**config.mk**
```make
export PLATFORM = sky130hd
export DESIGN_NAME = packed_audio_pack_unpack
export DESIGN_NICKNAME = d
export VERILOG_FILES = /design/src/common/pack_pkg.sv /design/src/logic/packed_audio_pack_unpack.sv
export SDC_FILE = /design/constraint.sdc
export NUM_CORES = 2
export LEC_CHECK = 0
export ABC_AREA = 1
export BUFFER_PORTS_ARGS = -buffer_cell sky130_fd_sc_hd__buf_2
export CAP_MARGIN = 0
export CORE_AREA = 4 4 313 315
export DETAILED_ROUTE_END_ITERATION = 12
export DIE_AREA = 0 0 317 319
export PLACE_DENSITY_LB_ADDON = 0.15
export SLEW_MARGIN = 20
export SYNTH_ARGS = -nofsm -noshare
export SYNTH_HDL_FRONTEND = slang
export SYNTH_SLANG_ARGS = --single-unit
```
**constraint.sdc**
```tcl
create_clock -name core_clk -period 1.5 [get_ports core_clk]
set_input_delay 0.3 -clock core_clk [delete_from_list [all_inputs] [get_ports core_clk]]
set_output_delay 0.3 -clock core_clk [all_outputs]
set_load 0.02 [all_outputs]
```
**src/common/pack_pkg.sv**
```systemverilog
package pack_pkg;

  // ----------------------------------------------------------------
  // frame markers carried in the low byte of each packed word
  // ----------------------------------------------------------------
  localparam logic [7:0] MARK_W0   = 8'h00;
  localparam logic [7:0] MARK_W1   = 8'h01;
  localparam logic [7:0] MARK_W2   = 8'h02;
  localparam logic [7:0] PAD_BYTE  = 8'h00;
  localparam logic [1:0] LAST_WORD = 2'h2;

  // ----------------------------------------------------------------
  // routing source codes
  // ----------------------------------------------------------------
  localparam logic [4:0] SRC_PACK_PIPE = 5'h01;
  localparam logic [4:0] SRC_PACK_MIC  = 5'h02;
  localparam logic [4:0] SRC_PACK_REF  = 5'h03;
  localparam logic [4:0] SRC_PACK_ALL  = 5'h10;
  localparam logic [4:0] SRC_PACK_USB  = 5'h11;
  localparam logic [4:0] SRC_PACK_SER  = 5'h12;

  // ----------------------------------------------------------------
  // register map, fields and reset values
  // ----------------------------------------------------------------
  localparam logic [7:0]  ADDR_CTRL    = 8'h00;
  localparam logic [7:0]  ADDR_IN_MAP  = 8'h04;
  localparam logic [7:0]  ADDR_STATUS  = 8'h08;
  localparam int          SRC_L_LSB    = 0;
  localparam int          SRC_R_LSB    = 8;
  localparam int          TWO_CH_BIT   = 16;
  localparam int          MAP_STRIDE   = 8;
  localparam int          ST_ERR_LSB   = 4;
  localparam int          ST_RES24_BIT = 8;
  localparam logic [31:0] CTRL_RESET   = 32'h0000_0000;
  localparam logic [31:0] MAP_RESET    = 32'h0000_0000;

  // ----------------------------------------------------------------
  // bus encodings
  // ----------------------------------------------------------------
  localparam logic [2:0] HSIZE_WORD = 3'h2;
  localparam logic       RESP_OKAY  = 1'b0;

  // one unpacker lane: word position, held high parts, result
  typedef struct packed {
    logic [1:0]  phase;
    logic [23:0] hi0;
    logic [23:0] hi1;
    logic [31:0] s0;
    logic [31:0] s1;
    logic        mute;
    logic        done;
    logic        err;
  } unp_t;

endpackage

```
**src/logic/packed_audio_pack_unpack.sv**
```systemverilog
`timescale 1ns/1ns

// Summary of operation
// - each 16 kHz sample pair becomes three consecutive 48 kHz words
// - word 0: upper 24 bits of first sample, low byte 0x00
// - word 1: upper 24 bits of second sample, low byte 0x01
// - word 2: low bytes of both samples, zero byte, marker 0x02
// - one packing function serves pipeline, microphone and reference pairs
// - source 16 on both outputs emits all six channels packed
// - six-channel order: mic0, mic1, ref left, ref right, out0, out1
// - injection unpacks 48 kHz stereo into four 16 kHz pipeline inputs
// - source 17 on pipeline inputs 4..7 selects packed USB input
// - source 18 on pipeline inputs 4..7 selects packed serial input
// - frames found by markers 0x00, 0x01, 0x02 in successive low bytes
// - bad marker sequence mutes pipeline inputs fed from that stream
// - two-channel packed input feeds microphones, references get zero
// - markers occupy low audio bits; only six-channel mode loses resolution, pair words keep all 32 bits
// - packed serial audio always uses 32-bit words both ways
// - crossbar changes at run time, USB setup only at boot
module packed_audio_pack_unpack
  import pack_pkg::*;
#(
  parameter int ADDR_W = 8
) (
  input  wire logic              core_clk,
  input  wire logic              reset,
  input  wire logic              hsel,
  input  wire logic [31:0]       haddr,
  input  wire logic [1:0]        htrans,
  input  wire logic              hwrite,
  input  wire logic [2:0]        hsize,
  input  wire logic [31:0]       hwdata,
  input  wire logic              hready,
  output logic                   hreadyout,
  output logic                   hresp,
  output logic [31:0]            hrdata,
  input  wire logic              usb_res24_cfg,
  input  wire logic              cap_valid,
  input  wire logic [31:0]       cap_mic_0,
  input  wire logic [31:0]       cap_mic_1,
  input  wire logic [31:0]       cap_ref_l,
  input  wire logic [31:0]       cap_ref_r,
  input  wire logic [31:0]       cap_pipe_0,
  input  wire logic [31:0]       cap_pipe_1,
  input  wire logic              frame_tick,
  output logic [31:0]            out_word_l,
  output logic [31:0]            out_word_r,
  output logic                   out_valid,
  input  wire logic              usb_rx_valid,
  input  wire logic [31:0]       usb_rx_l,
  input  wire logic [31:0]       usb_rx_r,
  input  wire logic              ser_rx_valid,
  input  wire logic [31:0]       ser_rx_l,
  input  wire logic [31:0]       ser_rx_r,
  output logic [31:0]            pipeline_mic_in_a,
  output logic [31:0]            pipeline_mic_in_b,
  output logic [31:0]            pipeline_ref_in_left,
  output logic [31:0]            pipeline_ref_in_right,
  output logic                   pipeline_in_valid
);

  // ----------------------------------------------------------------
  // elaboration checks
  // ----------------------------------------------------------------
  if (ADDR_W < 4 || ADDR_W > 32) begin : g_bad_addr
    $error("ADDR_W must lie between 4 and 32");
  end

  // ----------------------------------------------------------------
  // state
  // ----------------------------------------------------------------
  typedef struct packed {
    logic [31:0]       ctrl;
    logic [31:0]       in_map;
    logic [3:0]        err;
    logic              usb_res24;
    logic [1:0]        frame;
    logic [5:0][31:0]  cap;
    logic [5:0][31:0]  snap;
    unp_t [3:0]        unp;
    logic [31:0]       out_l;
    logic [31:0]       out_r;
    logic              out_valid;
    logic [3:0][31:0]  pin;
    logic              pin_valid;
    logic              wr_pend;
    logic [ADDR_W-1:0] wr_addr;
    logic [31:0]       rdata;
    logic              ready;
    logic              resp;
  } state_t;

  state_t s_q;
  state_t s_d;

  // ----------------------------------------------------------------
  // functions
  // ----------------------------------------------------------------

  // shared pair packer, word index 0..2
  function automatic logic [31:0] pack_word(
    input logic [31:0] a,
    input logic [31:0] b,
    input logic [1:0]  idx
  );
    logic [31:0] w;
    w = {a[7:0], b[7:0], PAD_BYTE, MARK_W2};
    if (idx == 2'h0) begin
      w = {a[31:8], MARK_W0};
    end else if (idx == 2'h1) begin
      w = {b[31:8], MARK_W1};
    end
    return w;
  endfunction

  // pick the channel pair named by an output source
  function automatic logic [31:0] pair_word(
    input logic [4:0]       src,
    input logic [5:0][31:0] set,
    input logic [1:0]       idx
  );
    logic [31:0] w;
    w = 32'h0000_0000;
    case (src)
      SRC_PACK_MIC:  w = pack_word(set[0], set[1], idx);
      SRC_PACK_REF:  w = pack_word(set[2], set[3], idx);
      SRC_PACK_PIPE: w = pack_word(set[4], set[5], idx);
      default:       w = 32'h0000_0000;
    endcase
    return w;
  endfunction

  // six-channel slot: upper 24 bits, slot number as marker;
  // the low byte of each sample is sacrificed to fit 6 into 6 slots
  function automatic logic [31:0] all_word(
    input logic [31:0] ch,
    input logic [2:0]  slot
  );
    return {ch[31:8], 5'h00, slot};
  endfunction

  // one word into an unpacker lane
  function automatic unp_t unpack_step(
    input unp_t        u,
    input logic [31:0] w
  );
    unp_t n;
    n      = u;
    n.done = 1'b0;
    n.err  = 1'b0;
    case (u.phase)
      2'h0: begin
        if (w[7:0] == MARK_W0) begin
          n.hi0   = w[31:8];
          n.phase = 2'h1;
        end else begin
          n.err = 1'b1;
        end
      end
      2'h1: begin
        if (w[7:0] == MARK_W1) begin
          n.hi1   = w[31:8];
          n.phase = LAST_WORD;
        end else begin
          n.err = 1'b1;
        end
      end
      default: begin
        if (w[7:0] == MARK_W2) begin
          n.s0    = {u.hi0, w[31:24]};
          n.s1    = {u.hi1, w[23:16]};
          n.mute  = 1'b0;
          n.done  = 1'b1;
          n.phase = 2'h0;
        end else begin
          n.err = 1'b1;
        end
      end
    endcase
    // resync: a 0x00 word restarts a group at once
    if (n.err) begin
      n.mute  = 1'b1;
      n.phase = 2'h0;
      if (w[7:0] == MARK_W0) begin
        n.hi0   = w[31:8];
        n.phase = 2'h1;
      end
    end
    return n;
  endfunction

  // ----------------------------------------------------------------
  // next-state logic
  // ----------------------------------------------------------------
  logic [5:0][31:0] set;
  logic [4:0]       src_l;
  logic [4:0]       src_r;
  logic [4:0]       src_i;
  logic [3:0]       new_err;
  logic [1:0]       mute_s;
  logic [1:0]       done_s;
  logic [31:0]      rd;
  logic [ADDR_W-1:0] ra;
  logic             two_ch;

  always_comb begin
    s_d     = s_q;
    set     = s_q.snap;
    new_err = 4'h0;
    rd      = 32'h0000_0000;
    ra      = haddr[ADDR_W-1:0];
    src_l   = s_q.ctrl[SRC_L_LSB +: 5];
    src_r   = s_q.ctrl[SRC_R_LSB +: 5];
    two_ch  = s_q.ctrl[TWO_CH_BIT];
    src_i   = 5'h00;
    mute_s  = 2'h0;
    done_s  = 2'h0;
    s_d.out_valid = 1'b0;
    s_d.pin_valid = 1'b0;

    // done and err live one cycle; held over they would retrigger
    for (int k = 0; k < 4; k++) begin
      s_d.unp[k].done = 1'b0;
      s_d.unp[k].err  = 1'b0;
    end

    // latch the six monitored channels at 16 kHz
    if (cap_valid) begin
      s_d.cap = {cap_pipe_1, cap_pipe_0, cap_ref_r,
                 cap_ref_l, cap_mic_1, cap_mic_0};
    end

    // capture output, three words per 16 kHz period
    if (frame_tick) begin
      if (s_q.frame == 2'h0) begin
        set      = s_q.cap;
        s_d.snap = s_q.cap;
      end
      if (src_l == SRC_PACK_ALL && src_r == SRC_PACK_ALL) begin
        // all six channels across left and right slots
        s_d.out_l = all_word(set[{s_q.frame, 1'b0}],
                             {s_q.frame, 1'b0});
        s_d.out_r = all_word(set[{s_q.frame, 1'b1}],
                             {s_q.frame, 1'b1});
      end else begin
        s_d.out_l = pair_word(src_l, set, s_q.frame);
        s_d.out_r = pair_word(src_r, set, s_q.frame);
      end
      s_d.out_valid = 1'b1;
      s_d.frame = (s_q.frame == LAST_WORD) ? 2'h0
                                           : s_q.frame + 2'h1;
    end

    // unpacker lanes: 0/1 usb left/right, 2/3 serial left/right
    if (usb_rx_valid) begin
      s_d.unp[0] = unpack_step(s_q.unp[0], usb_rx_l);
      s_d.unp[1] = unpack_step(s_q.unp[1], usb_rx_r);
    end
    if (ser_rx_valid) begin
      s_d.unp[2] = unpack_step(s_q.unp[2], ser_rx_l);
      s_d.unp[3] = unpack_step(s_q.unp[3], ser_rx_r);
    end
    for (int k = 0; k < 4; k++) begin
      new_err[k] = s_d.unp[k].err;
    end

    // stream mute: the reference lane only counts in four-channel use;
    // a 16-bit usb link cannot carry markers, so it stays muted
    for (int b = 0; b < 2; b++) begin
      mute_s[b] = s_d.unp[2*b].mute |
                  (s_d.unp[2*b+1].mute & ~two_ch);
      done_s[b] = s_d.unp[2*b].done;
    end
    mute_s[0] = mute_s[0] | ~s_q.usb_res24;

    // crossbar for pipeline inputs 4..7, live-reconfigurable
    if (cap_valid || done_s != 2'h0) begin
      s_d.pin_valid = 1'b1;
      for (int i = 0; i < 4; i++) begin
        src_i = s_q.in_map[i*MAP_STRIDE +: 5];
        if (src_i == SRC_PACK_USB || src_i == SRC_PACK_SER) begin
          if (src_i == SRC_PACK_USB) begin
            s_d.pin[i] = i[0] ? s_d.unp[i/2].s1
                              : s_d.unp[i/2].s0;
            if (mute_s[0]) s_d.pin[i] = 32'h0000_0000;
          end else begin
            s_d.pin[i] = i[0] ? s_d.unp[2+i/2].s1
                              : s_d.unp[2+i/2].s0;
            if (mute_s[1]) s_d.pin[i] = 32'h0000_0000;
          end
          if (two_ch && i >= 2) begin
            s_d.pin[i] = 32'h0000_0000;
          end
        end else begin
          s_d.pin[i] = s_d.cap[i];
        end
      end
    end

    // bus write data phase; sticky errors, set beats clear
    if (s_q.wr_pend) begin
      if (s_q.wr_addr == ADDR_W'(ADDR_CTRL)) begin
        s_d.ctrl = hwdata;
      end else if (s_q.wr_addr == ADDR_W'(ADDR_IN_MAP)) begin
        s_d.in_map = hwdata;
      end else if (s_q.wr_addr == ADDR_W'(ADDR_STATUS)) begin
        s_d.err = s_q.err & ~hwdata[ST_ERR_LSB +: 4];
      end
    end
    s_d.err = s_d.err | new_err;

    // bus address phase; reads see a write landing this cycle
    s_d.wr_pend = 1'b0;
    if (hsel && hready && htrans[1] && hsize == HSIZE_WORD) begin
      if (hwrite) begin
        s_d.wr_pend = 1'b1;
        s_d.wr_addr = ra;
      end else begin
        if (ra == ADDR_W'(ADDR_CTRL)) begin
          rd = s_d.ctrl;
        end else if (ra == ADDR_W'(ADDR_IN_MAP)) begin
          rd = s_d.in_map;
        end else if (ra == ADDR_W'(ADDR_STATUS)) begin
          for (int k = 0; k < 4; k++) begin
            rd[k] = s_d.unp[k].mute;
          end
          rd[ST_ERR_LSB +: 4] = s_d.err;
          rd[ST_RES24_BIT]    = s_q.usb_res24;
        end
        s_d.rdata = rd;
      end
    end
    s_d.ready = 1'b1;
    s_d.resp  = RESP_OKAY;

    // synchronous reset; usb resolution fixed here only
    if (reset) begin
      s_d           = '0;
      s_d.ctrl      = CTRL_RESET;
      s_d.in_map    = MAP_RESET;
      s_d.ready     = 1'b1;
      s_d.usb_res24 = usb_res24_cfg;
      for (int k = 0; k < 4; k++) begin
        s_d.unp[k].mute = 1'b1;
      end
    end
  end

  // ----------------------------------------------------------------
  // state register
  // ----------------------------------------------------------------
  always_ff @(posedge core_clk) begin
    s_q <= s_d;
  end

  // outputs straight from the state register
  assign hreadyout             = s_q.ready;
  assign hresp                 = s_q.resp;
  assign hrdata                = s_q.rdata;
  assign out_word_l            = s_q.out_l;
  assign out_word_r            = s_q.out_r;
  assign out_valid             = s_q.out_valid;
  assign pipeline_mic_in_a     = s_q.pin[0];
  assign pipeline_mic_in_b     = s_q.pin[1];
  assign pipeline_ref_in_left  = s_q.pin[2];
  assign pipeline_ref_in_right = s_q.pin[3];
  assign pipeline_in_valid     = s_q.pin_valid;

endmodule

```
# ---- Yosys cells after proc, flatten, opt, wreduce, memory -nomap -nowiden
# Index checks and enable logic that the tools add are counted.
# W data, S select, Z words.
dict set report totals {
  elab_cells 266
  register_bits 1152
  input_bits 399
  out_inout_bits 228
}
dict set report classes {
  bitwise 12
  muxes 114
  reduce_logical 40
  addsub 1
  order_cmp 2
  eq_ne 43
}
# cell n
set op_table {}
lappend op_table {{$mux W32} 29}
lappend op_table {{$mux W192} 3}
lappend op_table {{$mux W66} 8}
lappend op_table {{$mux W184} 2}
lappend op_table {{$mux W26} 8}
lappend op_table {{$mux W24} 8}
lappend op_table {{$pmux W32 S3} 2}
lappend op_table {{$bmux W32 S2} 2}
lappend op_table {{$mux W25} 4}
lappend op_table {{$mux W68} 1}
lappend op_table {{$mux W65} 1}
lappend op_table {{$mux W64} 1}
lappend op_table {{$eq A5 B5 Y1 const B} 10}
lappend op_table {{$logic_not A8 Y1} 6}
lappend op_table {{$mux W36} 1}
lappend op_table {{$eq A8 B1 Y1 const B} 4}
lappend op_table {{$eq A8 B2 Y1 const B} 4}
lappend op_table {{$mux W9} 3}
lappend op_table {{$ne A3 B3 Y1 const B} 8}
lappend op_table {{$mux W23} 1}
lappend op_table {{$mux W1} 21}
lappend op_table {{$eq A5 B2 Y1 const B} 4}
lappend op_table {{$mux W2} 9}
lappend op_table {{$eq A8 B3 Y1 const B} 2}
lappend op_table {{other kinds (25)} 70}

# ---- Depth between registers and ports, before layout
dict set report logic_depth {
  ltp_word 13
  ltp_mapped 15
  ltp_nobuf 13
}

# ---- Worst setup path after synthesis
# No wires, ideal clock.
dict set report synth_timing {
  path_kind {input -> register}
  start {in ser_rx_l[7]}
  end {reg s_q (netlist bit pipeline_mic_in_a[1])}
  t_arrival_ns 1.584
  t_required_ns 1.441
  setup_time_ns 0.059
  path_stages 14
  path_buffers 1
  setup_slack_ns -0.142
  cell_sequence {nor2_1 -> nand2_2 -> nor2_4 -> nand2_1 -> nand3_1 -> nor2_1 -> nor2_4 -> nand2_2 -> nor2_4 -> buf_2 -> nand2_1 -> nand3_1 -> nand2_1 -> nand2_1}
}
dict set report synth_via {
  elab_chain_len 10
  elab_cells_between_ends 18
  cone_classes {eq/ne: 2; mux: 12; bitwise: 1; reduce/logical: 3}
}
# element line_no
set synth_rtl {}
lappend synth_rtl {{start: declaration} packed_audio_pack_unpack.sv:53} ;# input wire logic [31:0] ser_rx_l,
lappend synth_rtl {{$eq A8 B2 Y1, or another cell as far along} packed_audio_pack_unpack.sv:169} ;# if (w[7:0] == MARK_W2) begin
lappend synth_rtl {{$mux W1, on equally long branches} {packed_audio_pack_unpack.sv:169, packed_audio_pack_unpack.sv:153, packed_audio_pack_unpack.sv:161}}
lappend synth_rtl {{$pmux W1 S2} packed_audio_pack_unpack.sv:151} ;# case (u.phase)
lappend synth_rtl {{$mux W1} packed_audio_pack_unpack.sv:259} ;# if (ser_rx_valid) begin
lappend synth_rtl {{$mux W1} packed_audio_pack_unpack.sv:181} ;# if (n.err) begin
lappend synth_rtl {{$mux W184 (*)} packed_audio_pack_unpack.sv:259}
lappend synth_rtl {{$or A1 B1 Y1} packed_audio_pack_unpack.sv:270} ;# mute_s[b] = s_d.unp[2*b].mute |
lappend synth_rtl {{$mux W32} packed_audio_pack_unpack.sv:289} ;# if (mute_s[1]) s_d.pin[i] = 32'h0000_0000;
lappend synth_rtl {{$mux W32} packed_audio_pack_unpack.sv:282} ;# if (src_i == SRC_PACK_USB) begin
lappend synth_rtl {{$mux W32} packed_audio_pack_unpack.sv:281} ;# if (src_i == SRC_PACK_USB || src_i == SRC_PACK_SER) begin
lappend synth_rtl {{end signal: assignment} packed_audio_pack_unpack.sv:353} ;# s_q <= s_d;
lappend synth_rtl {{end: declaration} packed_audio_pack_unpack.sv:93} ;# state_t s_q;
# Every way passes the cells marked *; elsewhere a longest branch is shown, timed or not. The select of a mux whose other input is x is not followed.
# A chain may end at the register's enable or synchronous reset.

# ---- Final worst setup path
dict set report layout_timing {
  start {reg s_q[1090] (netlist bit)}
  end {reg s_q[896] (netlist bit)}
}
dict set report layout_via {
  elab_chain_len 2
}
# element line_no
set layout_rtl {}
lappend layout_rtl {{$logic_not A2 Y1} packed_audio_pack_unpack.sv:235} ;# if (s_q.frame == 2'h0) begin
lappend layout_rtl {{$mux W192} --}
# Every way passes these cells.

==> impl_results.md <==
* Initial core utilization at 52.76%
* Worst Hold Class: in2reg
* Number of synthesized flops with an enable pin at 1
* Iter 0 DRT Violations at 7442
* Critical path class: reg2reg
* Clk pin slew, worst setup/hold paths at 60 ps
* Setup violators final at 917
* Worst path most repeated cell: buf_12
* Worst-skew pair later-pin latency at 720 ps
* RSZ-0062 raised after global routing: yes
* Cts bufs inserted at 118
* Die height at 319 um
* Input/output buffers at 589
* Synth Area in Compound Gates at 16.99%
* Total gr overflow at 0
* Yosys reg bits at 1115
* Final Hold Viols at 0
* Fmax at 0.4575 GHz
* Core area at 94870 um2
* Most frequent cells in the layout: 1118 x nor2_1, 1101 x dfxtp_1, 989 x nand2_1
* Ys async rst share at 0%
* Delay-heaviest family, CP: buffers and inverters
* Post-DRT Antenna Nets at 0
* Clock tree sinks at 1115
* Initial antenna violation count at 25
* Failing checks: setup timing
* Worst path bufs/invs at 7
* Worst-path maximum fanout at 7
* WL per Instance at 23.88 um
* Die area at 101100 um2
* Vias in the first global route at 49800
* Pleak at 31.47 nW
* DP Worst Slack at -1032 ps
* Post-synth top flop: dfxtp_1
* Synth warn at 0
* Tightest Pin Transition at 906.2 ps
* Simple-gate share of the synthesized area at 23.35%
* Clock Tree Buf Depth at 3
* Max-Cap Viols at 0
* Post-Synth XOR/XNOR Area at 0%
* Post-layout nets at 8710
* CTS root buf: clkbuf_16
* GRT Overall Usage at 41.64%
* Largest net degree at the start of global routing at 81
* Peak per-stage delay on the critical path at 370 ps
* Post-Synth Adder-Cell Area at 0%
* Drt first pass iters at 7
* Synth cell types at 48
* Fin. max-slew vios at 0
* Critical Path RT at 2080 ps
* Setup TNS at -265190 ps
* Arrival time worst endpoint at 2760 ps
* TritonCTS clock tree: yes
* Rows at 113
* Cell Area, Synth at 50050 um2
* Fillers at 7019
* IO Pins at 627
* Post-Route WL at 231.2 mm
* Status: finished, violations left
* Sequential area share after synthesis at 44.61%
* DRC Markers at 0
* Detailed placement HPWL at 156.6 mm
* Worst path slowest cell: dfxtp_4
* Clock Skew at 18.96 ps
* Peak supply drop at 983.6 uV
* Most common cell after layout, fill and taps aside: nor2_1
* Largest family of logic cells by synthesized area: simple AND/OR/NAND/NOR gates
* Average cell area after synthesis at 7.027 um2
* Design area at 70700 um2
* Power Dens Cells at 1035 nW/um2
* Area grow syn2layout at 41.25%
* Final worst setup slack at -685.7 ps
* Critical Path Sink Type: flop
* DR vias/cell at 5.696
* Gate Count Post-Synth at 7123
* Internal reg-to-reg setup slack at -690 ps
* DP Area at 58330 um2
* Final Cycle Share at 145.7%
* Mux cell area share after synthesis at 0.9799%
* Startpoint types: flop
* Htree depth at 3
* Min cycle time layout at 2186 ps
* Vias at 55150
* Max_slew headroom at 38.95%
* Layout Utilization at 74.53%
* Cell Chain, Critical Path: nor2_4, inv_4, buf_12, buf_12, nor2_4, clkinv_4, buf_12, clkbuf_16, clkbuf_16, nor2_2, a211oi_1
* First-pass GRT wire length at 317.8 mm
* Die extent in x at 317 um
* GP Congestion at 1.061
* Layout cells sized above 1 at 28.33%
## power by group
group | switching [mW] | total (mW) | leakage (nW) | internal (mW)
logic | 5.94 | 10.0 | 20.3 | 4.06
clock network | 12.8 | 31.5 | 2.07 | 18.7
registers | 0.978 | 31.7 | 9.11 | 30.7
total | 19.7 | 73.2 | 31.5 | 53.5
## tightest hold or removal path: stages
cell and delay, ps:
buf_2 90, buf_4 90, o21ai_0 70, a21oi_1 130
## synthesized netlist by cell type, types with 7 or more instances
library cell,instances,area (um2)
o22ai_1,22,137.6
a221oi_1,20,175.2
nor3_1,21,105.1
inv_2,8,30.03
nand2_1,1131,4245
inv_1,840,3153
buf_4,244,1832
buf_6,14,157.7
dfxtp_1,1114,22300
nand3_1,309,1546
nor2_1,1231,4621
o21bai_1,28,210.2
clkbuf_1,342,1284
buf_2,87,435.4
mux2i_1,49,490.5
nand4_1,76,475.5
a22oi_1,40,300.3
o21a_1,67,503.0
o21ai_1,10,50.05
or2_2,65,406.6
o21ai_0,831,4159
a21oi_1,351,1757
a211oi_1,61,457.9
o211ai_1,22,165.2
o2111ai_1,7,61.31
nor2_4,7,78.83
a41oi_1,24,210.2
buf_1,28,105.1
o221ai_1,25,219.0
## routing by layer
metal / vias up / track usage, % / wire [um] / share of wire [%]
met5: - / 0 / 138 / 0.060
met4: 22 / 22.60 / 17500 / 7.6
met3: 946 / 11.89 / 30100 / 13
met2: 3674 / 61.68 / 96450 / 42
met1: 25600 / 54.76 / 87010 / 38
li1: 24920 / - / - / -
## what timing repair did
item                                    in CTS  in global routing
cloned                                      27                 42
hold endpoints to repair                   349                  0
pin swaps                                   37                145
gates resized for setup                    264                665
buffers inserted                            38                 67
endpoints found under the setup margin     861               1002
hold buffers                               243                  0
## path summary, 6_finish.rpt
path	startpoint	endpoint	cells past startpoint
max	s_q[1090]	s_q[896]	11
max reg2reg	s_q[1090]	s_q[896]	11
min	haddr[6]	s_q[40]	4
min reg2reg	s_q[443]	s_q[443]	2
## cell families (layout without fill, tap and decap cells)
| logic type | count (synthesis) | after routing |
|---|---|---|
| AO/OA/AOI/OAI | 1521 | 1521 |
| buffers and inverters | 1571 | 2848 |
| AND/OR/NAND/NOR | 2865 | 2866 |
| multiplexers | 49 | 49 |
| other | 2 | 19 |
| flip-flops | 1115 | 1115 |
## sequential cells by signal, indices dropped and copies added (netlist names), named ones only
| register | cells |
|---|---|
| s_q | 876 |
| hrdata | 32 |
| pipeline_mic_in_a | 32 |
| pipeline_mic_in_b | 32 |
| pipeline_ref_in_left | 32 |
| pipeline_ref_in_right | 32 |
| out_word_l | 27 |
| out_word_r | 26 |
| out_valid | 1 |
| pipeline_in_valid | 1 |
## through the flow
step | total power [mW] | hold slack, ps | std cells
after floorplan | 35.74 | 398.9 | 7133
after global placement | 39.77 | 430.5 | 9060
after detailed placement | 39.81 | 435.8 | 9060
after CTS | 71.58 | 1.422 | 9588
after global routing | 74.86 | 27.62 | 9677
final | 73.18 | 15.30 | 9683
## cell type report
cell class	instances	area [um2]	area share, %
timing repair buffer	1778	15650	22.13
multi-input combinational	4448	23690	33.51
antenna	7	17.52	0.02478
sequential	1115	22360	31.62
inverter	850	3238	4.580
tap	1265	1583	2.239
clock buffer	173	3543	5.012
clock inverter	47	626.9	0.8866
Note: power is estimated with default switching activity, not from simulation.
